==> src/common/wff_pkg.sv <==
// Constants for the wake-up frame filter register bank.
// Assumes an 8-bit paged host bus and a byte-wide receive stream.
package wff_pkg;

  // ****************************************************************
  // Register map
  // ****************************************************************
  localparam logic [1:0]  PAGE_WAKE      = 2'h3;
  localparam logic [4:0]  OFS_MASK0      = 5'h01;
  localparam logic [4:0]  OFS_MASK3      = 5'h04;
  localparam logic [4:0]  OFS_CRC_LO     = 5'h05;
  localparam logic [4:0]  OFS_CRC_HI     = 5'h06;
  localparam logic [4:0]  OFS_START      = 5'h07;
  localparam logic [4:0]  OFS_LAST       = 5'h08;
  localparam logic [4:0]  OFS_CMD        = 5'h09;
  localparam logic [4:0]  OFS_WAKE_CTL   = 5'h0a;
  localparam logic [4:0]  OFS_PWR_MGMT   = 5'h0b;
  localparam logic [4:0]  OFS_NONE       = 5'h00;

  localparam logic [31:0] REG_RESET      = 32'h0000_0000;
  localparam logic [31:0] CMD_WR_MASK    = 32'h000f_ffff;

  // ****************************************************************
  // Field layout
  // ****************************************************************
  localparam int          NUM_FILT       = 4;
  localparam int          CMD_EN_BIT     = 0;
  localparam int          CMD_DA_BIT     = 1;
  localparam int          CMD_MC_BIT     = 2;
  localparam int          CHAIN_LSB      = 16;
  localparam int          WAKE_EN_BIT    = 1;
  localparam int          WAKE_SEEN_BIT  = 5;
  localparam int          MASK_BYTES     = 32;

  // ****************************************************************
  // CRC and frame counting
  // ****************************************************************
  localparam logic [15:0] CRC_POLY       = 16'h8005;
  localparam logic [15:0] CRC_INIT       = 16'hffff;
  localparam int          CNT_W          = 10;
  localparam logic [CNT_W-1:0] CNT_MAX   = 10'h3ff;

endpackage : wff_pkg

==> src/rtl/wff_crc16.sv <==
// One running CRC-16 accumulator, fed one byte per accepted cycle.
// Assumes clear and enable are never needed in the same cycle.
`timescale 1ns/10ps
module wff_crc16
  import wff_pkg::*;
(
  input  wire logic        mclk,
  input  wire logic        nrst,
  input  wire logic        clear,
  input  wire logic        en,
  input  wire logic [7:0]  data,
  output logic      [15:0] crc
);

  logic [15:0] crc_q;
  logic [15:0] crc_d;

  // ****************************************************************
  // Byte update, most significant bit first
  // ****************************************************************
  function automatic logic [15:0] crc_byte(input logic [15:0] c, input logic [7:0] d);
    logic [15:0] r;
    r = c;
    for (int b = 7; b >= 0; b--) begin
      if (r[15] ^ d[b]) begin
        r = {r[14:0], 1'b0} ^ CRC_POLY;
      end else begin
        r = {r[14:0], 1'b0};
      end
    end
    return r;
  endfunction : crc_byte

  always_comb begin
    crc_d = crc_byte(crc_q, data);
  end

  always_ff @(posedge mclk or negedge nrst) begin
    if (!nrst) begin
      crc_q <= CRC_INIT;
    end else if (clear) begin
      crc_q <= CRC_INIT;
    end else if (en) begin
      crc_q <= crc_d;
    end
  end

  assign crc = crc_q;

endmodule : wff_crc16

==> src/rtl/wff_regs.sv <==
// Wake-up frame filter registers and frame matching.
// Assumes a byte-wide host bus on page 3 and a receive stream that
// brackets each frame with one-cycle start and end pulses.
`timescale 1ns/10ps
module wff_regs
  import wff_pkg::*;
(
  input  wire logic        mclk,
  input  wire logic        nrst,
  input  wire logic [1:0]  host_page,
  input  wire logic [4:0]  host_addr,
  input  wire logic        host_wr,
  input  wire logic        host_rd,
  input  wire logic [7:0]  host_wdata,
  output logic      [7:0]  host_rdata,
  input  wire logic        rx_sof,
  input  wire logic        rx_valid,
  input  wire logic [7:0]  rx_data,
  input  wire logic        rx_eof,
  input  wire logic        rx_da_match,
  input  wire logic        rx_mc_match,
  output logic             pattern_wake_seen_flag,
  output logic             wake_frame_pulse,
  output logic      [3:0]  filter_hit
);

  // ****************************************************************
  // Storage
  // ****************************************************************
  logic [31:0]      byte_mask_q [NUM_FILT];
  logic [31:0]      crc_lo_q;
  logic [31:0]      crc_hi_q;
  logic [31:0]      start_q;
  logic [31:0]      last_q;
  logic [31:0]      cmd_q;
  logic             wake_en_q;
  logic             seen_q;
  logic [1:0]       lane_q;
  logic [4:0]       prev_ofs_q;
  logic [7:0]       rdata_q;
  logic             pulse_q;
  logic [3:0]       hit_q;
  logic [CNT_W-1:0] cnt_q;
  logic             in_frame_q;

  logic             page_ok;
  logic             word_reg;
  logic             wr_word;
  logic [1:0]       lane;
  logic [31:0]      word_sel;
  logic [15:0]      crc_now [NUM_FILT];
  logic [3:0]       take;
  logic [3:0]       ok;
  logic [3:0]       hit;
  logic [2:0]       chain;
  logic             clr_seen;

  // ****************************************************************
  // Host access decode
  // ****************************************************************
  assign page_ok  = (host_page == PAGE_WAKE);
  assign word_reg = page_ok && (host_addr >= OFS_MASK0) && (host_addr <= OFS_CMD);
  assign wr_word  = host_wr && word_reg;
  // Successive accesses to one offset walk the byte lanes upward
  assign lane     = (host_addr == prev_ofs_q) ? lane_q : 2'h0;

  function automatic logic [31:0] put_byte(input logic [31:0] w, input logic [1:0] l,
                                           input logic [7:0] b);
    logic [31:0] r;
    r = w;
    r[l*8 +: 8] = b;
    return r;
  endfunction : put_byte

  always_comb begin
    word_sel = REG_RESET;
    case (host_addr)
      OFS_CRC_LO: word_sel = crc_lo_q;
      OFS_CRC_HI: word_sel = crc_hi_q;
      OFS_START:  word_sel = start_q;
      OFS_LAST:   word_sel = last_q;
      OFS_CMD:    word_sel = cmd_q;
      default: begin
        if (host_addr >= OFS_MASK0 && host_addr <= OFS_MASK3) begin
          word_sel = byte_mask_q[2'(host_addr - OFS_MASK0)];
        end
      end
    endcase
  end

  // ****************************************************************
  // Byte lane sequencer
  // ****************************************************************
  always_ff @(posedge mclk or negedge nrst) begin
    if (!nrst) begin
      lane_q     <= 2'h0;
      prev_ofs_q <= OFS_NONE;
    end else if (host_wr || host_rd) begin
      if (word_reg) begin
        lane_q     <= lane + 2'h1;
        prev_ofs_q <= host_addr;
      end else begin
        lane_q     <= 2'h0;
        prev_ofs_q <= OFS_NONE;
      end
    end
  end

  // ****************************************************************
  // Filter registers
  // ****************************************************************
  always_ff @(posedge mclk or negedge nrst) begin
    if (!nrst) begin
      for (int i = 0; i < NUM_FILT; i++) begin
        byte_mask_q[i] <= REG_RESET;
      end
      crc_lo_q <= REG_RESET;
      crc_hi_q <= REG_RESET;
      start_q  <= REG_RESET;
      last_q   <= REG_RESET;
      cmd_q    <= REG_RESET;
    end else if (wr_word) begin
      case (host_addr)
        OFS_CRC_LO: crc_lo_q <= put_byte(crc_lo_q, lane, host_wdata);
        OFS_CRC_HI: crc_hi_q <= put_byte(crc_hi_q, lane, host_wdata);
        OFS_START:  start_q  <= put_byte(start_q, lane, host_wdata);
        OFS_LAST:   last_q   <= put_byte(last_q, lane, host_wdata);
        OFS_CMD:    cmd_q    <= put_byte(cmd_q, lane, host_wdata) & CMD_WR_MASK;
        default: begin
          for (int i = 0; i < NUM_FILT; i++) begin
            if (host_addr == OFS_MASK0 + 5'(i)) begin
              byte_mask_q[i] <= put_byte(byte_mask_q[i], lane, host_wdata);
            end
          end
        end
      endcase
    end
  end

  // ****************************************************************
  // Wake control and seen flag
  // ****************************************************************
  assign clr_seen = host_wr && page_ok &&
                    ((host_addr == OFS_PWR_MGMT) ||
                     (host_addr == OFS_WAKE_CTL && host_wdata[WAKE_SEEN_BIT]));

  always_ff @(posedge mclk or negedge nrst) begin
    if (!nrst) begin
      wake_en_q <= 1'b0;
    end else if (host_wr && page_ok && host_addr == OFS_WAKE_CTL) begin
      wake_en_q <= host_wdata[WAKE_EN_BIT];
    end
  end

  always_ff @(posedge mclk or negedge nrst) begin
    if (!nrst) begin
      seen_q <= 1'b0;
    end else if (pulse_q) begin
      seen_q <= 1'b1;
    end else if (clr_seen) begin
      seen_q <= 1'b0;
    end
  end

  // ****************************************************************
  // Read data
  // ****************************************************************
  always_ff @(posedge mclk or negedge nrst) begin
    if (!nrst) begin
      rdata_q <= 8'h00;
    end else if (host_rd) begin
      if (word_reg) begin
        rdata_q <= word_sel[lane*8 +: 8];
      end else if (page_ok && host_addr == OFS_WAKE_CTL) begin
        rdata_q <= 8'(({7'h00, seen_q} << WAKE_SEEN_BIT) |
                      ({7'h00, wake_en_q} << WAKE_EN_BIT));
      end else begin
        rdata_q <= 8'h00;
      end
    end
  end

  // ****************************************************************
  // Frame position
  // ****************************************************************
  always_ff @(posedge mclk or negedge nrst) begin
    if (!nrst) begin
      cnt_q      <= '0;
      in_frame_q <= 1'b0;
    end else if (rx_sof) begin
      cnt_q      <= '0;
      in_frame_q <= 1'b1;
    end else if (rx_eof) begin
      in_frame_q <= 1'b0;
    end else if (rx_valid && in_frame_q && cnt_q != CNT_MAX) begin
      cnt_q <= cnt_q + 1'b1;
    end
  end

  // Byte is inside the window from the start offset and selected
  function automatic logic byte_taken(input logic [CNT_W-1:0] pos, input logic [7:0] ofs,
                                      input logic [31:0] mask, input logic [7:0] lastb);
    logic [CNT_W-1:0] base;
    logic [CNT_W-1:0] rel;
    base = {1'b0, ofs, 1'b0};
    rel  = pos - base;
    return (pos >= base) && (rel < CNT_W'(MASK_BYTES)) &&
           (rel <= CNT_W'(lastb)) && mask[rel[4:0]];
  endfunction : byte_taken

  // ****************************************************************
  // Per-filter CRC and match
  // ****************************************************************
  for (genvar g = 0; g < NUM_FILT; g++) begin : g_filt
    assign take[g] = rx_valid && in_frame_q &&
                     byte_taken(cnt_q, start_q[g*8 +: 8], byte_mask_q[g],
                                last_q[g*8 +: 8]);

    wff_crc16 u_crc (
      .mclk  (mclk),
      .nrst  (nrst),
      .clear (rx_sof),
      .en    (take[g]),
      .data  (rx_data),
      .crc   (crc_now[g])
    );

    logic [15:0] want;
    assign want  = (g < 2) ? crc_lo_q[(g%2)*16 +: 16] : crc_hi_q[(g%2)*16 +: 16];
    assign ok[g] = cmd_q[g*4 + CMD_EN_BIT] && (crc_now[g] == want) &&
                   (!cmd_q[g*4 + CMD_DA_BIT] || rx_da_match) &&
                   (!cmd_q[g*4 + CMD_MC_BIT] || rx_mc_match);
  end

  assign chain = cmd_q[CHAIN_LSB +: 3];

  // A chained pair only counts when both of its members match
  always_comb begin
    hit = ok;
    for (int i = 0; i < NUM_FILT - 1; i++) begin
      if (chain[i] && !(ok[i] && ok[i+1])) begin
        hit[i]   = 1'b0;
        hit[i+1] = 1'b0;
      end
    end
  end

  always_ff @(posedge mclk or negedge nrst) begin
    if (!nrst) begin
      pulse_q <= 1'b0;
      hit_q   <= 4'h0;
    end else if (rx_eof && in_frame_q) begin
      pulse_q <= wake_en_q && (hit != 4'h0);
      hit_q   <= hit;
    end else begin
      pulse_q <= 1'b0;
    end
  end

  assign host_rdata             = rdata_q;
  assign pattern_wake_seen_flag = seen_q;
  assign wake_frame_pulse       = pulse_q;
  assign filter_hit             = hit_q;

endmodule : wff_regs

==> config.mk <==
export PLATFORM = sky130hd
export DESIGN_NAME = wff_regs
export DESIGN_NICKNAME = d
export VERILOG_FILES = /design/src/common/wff_pkg.sv /design/src/rtl/wff_crc16.sv /design/src/rtl/wff_regs.sv
export SDC_FILE = /design/constraint.sdc
export NUM_CORES = 1
export LEC_CHECK = 0
export BUFFER_PORTS_ARGS = -buffer_cell sky130_fd_sc_hd__buf_2
export CAP_MARGIN = 5
export CELL_PAD_IN_SITES_DETAIL_PLACEMENT = 1
export CELL_PAD_IN_SITES_GLOBAL_PLACEMENT = 2
export CORE_ASPECT_RATIO = 0.7
export CORE_MARGIN = 1.5
export CORE_UTILIZATION = 38
export DETAILED_ROUTE_END_ITERATION = 6
export MAX_ROUTING_LAYER = met4
export PLACE_DENSITY_LB_ADDON = 0.1
export SYNTH_ARGS = -nofsm -noshare
export SYNTH_HDL_FRONTEND = slang
export SYNTH_HIERARCHICAL = 1
export SYNTH_SLANG_ARGS = --single-unit
==> constraint.sdc <==
create_clock -name mclk -period 3.9 [get_ports mclk]
set_clock_uncertainty 0.05 [all_clocks]
set_input_delay 0.195 -clock mclk [delete_from_list [all_inputs] [get_ports mclk]]
set_output_delay 0.195 -clock mclk [all_outputs]
set_load 0.1 [all_outputs]
**Word level (Yosys, flattened, before mapping)**

Cells that the tools add are included.

- Output and inout port bits: 14
- Register bits after elaboration: 373
- Word-level logic and storage cells: 304
- Input port bits: 32

- Bitwise gates (word level): 67
- Reductions and logical operators: 87
- Multiplexer cells: 78
- $add $sub $neg: 8
- Order comparisons: 20
- Equal/unequal tests: 19
- Shift-type cells: 3

Operators by type and width:

| kind | number |
|---|---|
| 2-to-1 mux 16 bit | 40 |
| bitwise mux 32 bit | 9 |
| case mux 32 bit (5 select lines) | 1 |
| 2-to-1 mux 32 bit | 3 |
| NOT 3 bit | 32 |
| binary-select mux 32 bit (select 2 bit) | 1 |
| == test 16 bit | 4 |
| logical AND 1 bit | 47 |
| >= comparator 10 x 9 -> 1 bit | 4 |
| <= comparator 10 x 8 -> 1 bit | 4 |
| < comparator 10 x 6 -> 1 bit (second input constant) | 4 |
| subtractor 10 x 9 -> 10 bit | 4 |
| negator 5 -> 34 bit | 1 |
| variable shift 8 x 34 -> 32 bit (first input constant) | 1 |
| indexed part select 8 x 34 -> 32 bit | 1 |
| indexed part select 32 x 6 -> 8 bit | 1 |
| bitwise XOR 1 bit | 32 |
| 2-to-1 mux 10 bit | 3 |
| < comparator 5 x 6 -> 1 bit (second input constant) | 4 |
| binary-select mux 1 bit (select 5 bit) | 4 |
| == test 5 x 3 -> 1 bit (second input constant) | 4 |
| == test 5 x 4 -> 1 bit (second input constant) | 4 |
| nonzero test 2 bit | 7 |
| AND reduction 2 bit | 6 |
| other kinds (26) | 61 |

**Longest topological paths before layout**

- Word-level depth: 18
- Depth in mapped cells: 19
- Mapped depth without buffers: 19

**Modules after synthesis**

The synthesis kept the hierarchy.

By module, submodules not included:

| module | times used | seq. area each (um2) | cells each | area each (um2) |
|---|---|---|---|---|
| wff_regs | 1 | 7732.4 | 1846 | 17849.6 |
| wff_crc16 | 4 | 420.4 | 85 | 889.6 |

**Worst setup path before layout**

OpenSTA, ideal clock, no wires.

- Path kind: register to register
- Start: register cnt_q[1]
- End: register g_filt[2].u_crc.crc_q[4]
- Stages on the path, launching flop included: 17
- Setup slack: -0.070 ns
- Buffers on the path: 1
- Arrival: 3.836 ns
- Clock period less this slack: 3.970 ns
- Path through: dfrtp_1 inv_1 ha_1 inv_1 fa_1 xor2_2 ha_1 a21o_1 a21oi_1 nor2b_1 o31ai_1 a21oi_1 or4_1 nor4_1 clkbuf_1 a21oi_1 or2_2

- Longest elaborated chain between the ends: 7
- Elaborated cells between the ends (all ways): 11
- Those cells by class: add/sub: 1; order compare: 3; mux: 2; reduce/logical: 5

RTL lines:

| element | RTL line | RTL |
|---|---|---|
| start: declaration | wff_regs.sv:43 | `logic [CNT_W-1:0] cnt_q;` |
| start signal: assignment | wff_regs.sv:196 | `cnt_q <= cnt_q + 1'b1;` |
| subtractor 10 x 9 -> 10 bit | wff_regs.sv:206 | `rel = pos - base;` |
| < comparator 10 x 6 -> 1 bit | wff_regs.sv:207 | `return (pos >= base) && (rel < CNT_W'(MASK_BYTES)) &&` |
| logical AND 1 bit (2 in series) | wff_regs.sv:207 |  |
| logical AND 1 bit (*) | wff_regs.sv:208 | `(rel <= CNT_W'(lastb)) && mask[rel[4:0]];` |
| logical AND 1 bit (*) | wff_regs.sv:215 | `assign take[g] = rx_valid && in_frame_q &&` |
| named net take[2] | wff_regs.sv:52 | `logic [3:0] take;` |
| nonzero test 2 bit (no source line) (*) | n/a |  |
| end signal: assignment | wff_crc16.sv:44 | `crc_q <= crc_d;` |
| end: declaration | wff_crc16.sv:15 | `logic [15:0] crc_q;` |

Mark *: on every way through the listed nets, which the timed path passes. The rest lies on a longest branch. The select of a mux whose other input is x is not followed.
A chain may end at the register's enable or synchronous reset.

**Final worst setup path**

- Start: register cnt_q[1]
- End: register g_filt[2].u_crc.crc_q[8]

The elaborated chain is that of the path after synthesis.

==> results.md <==
- Status: finished, violations left
- Violated checks: negative setup slack
- Final hold violation count: 0
- Internal power: roughly 7000 µW
- Top Ports: 46
- Vias in the first global route: around 18,000
- CP max stage delay: 500 ps
- Synth cell types: 74
- Yosys top cell by area: dfrtp_1
- CP endpoint: g_filt[2].u_crc/crc[8]$_DFFE_PN1P_
- Net Count, Synth: ~2,300
- Avg Inst Size Synth: ~10 µm²
- Fillers: 6,161
- Unrepaired setup endpoints after global routing: yes
- Sequential Power Share: a little over two fifths
- LEAKAGE: 0.0101 µW
- Final setup TNS: -761 ps
- Initial DRT Pass Iterations: 5
- Final wirelength: just under 90,000 µm
- Sw Ratio: between 20% and 30%
- Final instance area: around 0.025 mm²
- Yosys reg bits: 373
- Final Util: a little under half
- Share of post-route cells with drive strength above 1: approximately a fifth
- P per Cell Area: 371 mW/mm²
- Top area cells in the synthesized netlist: dfrtp_1 (36%), dfstp_2 (7.9%), mux4_2 (7.6%)
- Cells along the critical path: inv_2 -> ha_4 -> inv_2 -> fa_2 -> a21o_1 -> a211oi_2 -> nor2_2 -> ha_1 -> nand4_1 -> nor2_1 -> o31ai_1 -> a21oi_1 -> or4_4 -> nor4_4 -> buf_6 -> clkinvlp_4 -> buf_12 -> a211o_1
- Core area: between 0.05 and 0.06 mm²
- Worst Path Required: 4360 ps
- Antenna violations before repair: 1
- HP Class: input port to flip-flop
- Starting Density: between 30% and 40%
- Final setup viols: 20
- Synth cell count leaders: nand2_1 (393), dfrtp_1 (309), o21ai_0 (306), xnor2_1 (125), inv_1 (94)
- Most numerous cell in the Yosys netlist: nand2_1
- DRC errors left: 0
- Actual slew at the worst max-slew pin: between 1000 and 1500 ps
- Max Slew Vio Count: 0
- Hold slack: about 120 ps
- Worst reg2reg path startpoint: cnt_q[1]$_DFFE_PN0P_
- Worst setup EP type: flip-flop
- Fin worst setup slack: -123 ps
- Worst r2r dst: g_filt[2].u_crc/crc[8]$_DFFE_PN1P_
- Number of routed nets with antenna violations: 0
- Synth-to-Final Area Change: 16.5%
- Total power: around 9200 µW
- PortBufs: 45
- HPWL Detailed: 64,200 µm
- Seq/Total Area, Yosys: between 40 and 50%
- Max cap viols: 0
- Yosys warning count: 6
- Gate power share: a little under a tenth
- Tmin final: a little over 4000 ps
- Largest net degree at the start of global routing: 89
- Die Y: a little over 200 µm
- Die footprint: a little under 0.06 mm²
- Rows: 72
- Setup slack, reg-to-reg: -120 ps
- Nets: 2,407
- Clock Latency Late Sink: ~590 ps
- Post-DP Area: about 0.023 mm²
- CTS tree: done
- CTS clock-pin slew for the worst setup and hold paths: about 70 ps
- Clock share of power: between 40% and 50%
- DR WL/cell: between 20 and 30 µm
- Worst setup SP type: flip-flop
- First-pass GRT wire length: around 130,000 µm
- Via Count: between 15,000 and 20,000
- Die W: 287 µm
- Post-Syn Area: 0.0214 mm²
- Routability cong.: around 0.95
- Asr flop ratio synth: between 90% and 100%
- Predominant post-synthesis flop cell: dfrtp_1
- Slowest cell on the critical path: or4_4
- CP startpoint: cnt_q[1]$_DFFE_PN0P_
- Max_slew headroom: a little under a fifth
- Worst vdd ir: approximately 0.27 mV
- Clock Sinks: 373
- Reg2reg path depth: 18
- CTS buffer count: 42
- Share of the synthesized area in the top cell type: 36.1%
- Tcrit/Tclk final: 103%
- Kind of critical path: flip-flop to flip-flop
- Number of synthesized flops with an enable pin: 0
- Max Buffers Root-to-Sink: 3
- DR iter-0 viols: between 1,500 and 2,000
- Worst Path Max Fanout: 7
- Total GRT Usage: a little under a third
- Root buf cell: clkbuf_16
- Synth Instances: roughly 2,200
- Grt total ovfl: 0
- F_max: 0.249 GHz
- Vias per Instance: between 5 and 6
- Switching Power: 2350 µW
- Critical path arrival: 4480 ps
- CP dominant cell by count: inv_2
- H-Tree Depth: 2
[worst min path at each step]
stage / slack [ps] / to / cells after the start / from
6_report: 120 / pattern_wake_seen_flag$_DFFE_PN0P_ / 4 / host_wdata[5]
5_1_grt: 120 / pattern_wake_seen_flag$_DFFE_PN0P_ / 4 / host_wdata[5]
4_1_cts: 100 / pattern_wake_seen_flag$_DFFE_PN0P_ / 4 / host_wdata[5]
3_5_place_dp: 240 / crc_hi_q[21]$_DFFE_PN0P_ / 1 / nrst
3_3_place_gp: 230 / crc_hi_q[21]$_DFFE_PN0P_ / 1 / nrst
2_1_floorplan: -150 / byte_mask_q[0]$_DFFE_PN0P_ / 0 / nrst
[layout by cell type, fill, tap and decap left out, types with 11 or more instances in the layout]
cell type	instances
mux2i_1	13
nand2_1	392
nor3_1	27
a22oi_1	49
a21o_1	16
a21oi_1	66
clkbuf_16	46
buf_12	11
dfrtp_1	308
a211o_1	30
inv_1	88
mux4_2	72
nor2_1	79
xnor2_1	123
xor2_1	38
buf_4	90
and2_1	11
o21ai_0	302
dfstp_2	64
nand4_1	37
buf_2	44
or2_2	26
nand3_1	28
o21ai_1	20
o21a_1	14
and3_1	18
ha_1	69
nor2b_1	25
[power groups by stage]
stage	combinational, µW	clock (µW)	sequential [µW]
final	852	4380	4010
after CTS	814	4450	4000
after global placement	781	0	4070
after global routing	920	4590	4010
after detailed placement	796	0	4070
after floorplan	458	0	4040
[layer usage]
layer  vias up  GRT usage [%]  routed length, µm
met4         0           6.84               1780
li1       7989              -                  -
met2       540           42.4              36200
met3        97           6.36               6270
met1      9424           46.4              42400
met5         -              -                  0
[area by class of cell]
cell class / instances / area, µm² / share of cell area (%)
Antenna cell: 2 / 5.00 / 0.0201
Timing Repair Buffer: 163 / 1330 / 5.32
Sequential cell: 373 / 9420 / 37.7
Clock buffer: 60 / 1250 / 5.02
Multi-Input combinational cell: 1620 / 11400 / 45.7
Clock inverter: 14 / 221 / 0.888
Tap cell: 740 / 926 / 3.71
Timing Repair inverter: 2 / 15.0 / 0.0602
Inverter: 96 / 372 / 1.49
[worst max-delay path, delay by kind of cell (launching register included)]
family / cells / cell delay [ps]
simple gates: 5 / 960
fa+ha+maj: 3 / 820
flops: 1 / 400
buf+inv: 5 / 680
compound gates: 5 / 1030
[flip-flops by register name (all words and copies together) (netlist names)]
name                    flops
byte_mask_q               128
g_filt.u_crc/crc           64
crc_hi_q                   32
crc_lo_q                   32
last_q                     32
start_q                    32
cmd_q                      20
cnt_q                      10
host_rdata                  8
prev_ofs_q                  5
filter_hit                  4
lane_q                      2
in_frame_q                  1
pattern_wake_seen_flag      1
wake_en_q                   1
wake_frame_pulse            1
[cells by family after synthesis]
family	Yosys count	synth area share, %
buf+inv	193	4.42
compound gates	579	16.0
mux	86	8.23
flops	373	44.0
fa+ha+maj	77	4.64
xor+xnor	168	7.19
simple gates	710	15.5
[through the flow]
| stage | std cells | worst slack, ps |
|---|---|---|
| after global placement | 2965 | -129 |
| after detailed placement | 2965 | -256 |
| after global routing | 3069 | -250 |
| after floorplan | 2186 | 59.5 |
| after CTS | 3051 | -40.5 |
| final | 3070 | -123 |
[timing repair]
action | CTS | global route
hold buffers | 8 | 0
cloned | 2 | 2
gates resized for setup | 29 | 54
setup endpoints to repair | 56 | 126
buffers inserted | 2 | 15
pin swaps | 4 | 22
hold endpoints to repair | 64 | 0
No activity file was read; power rests on OpenSTA's default activity.
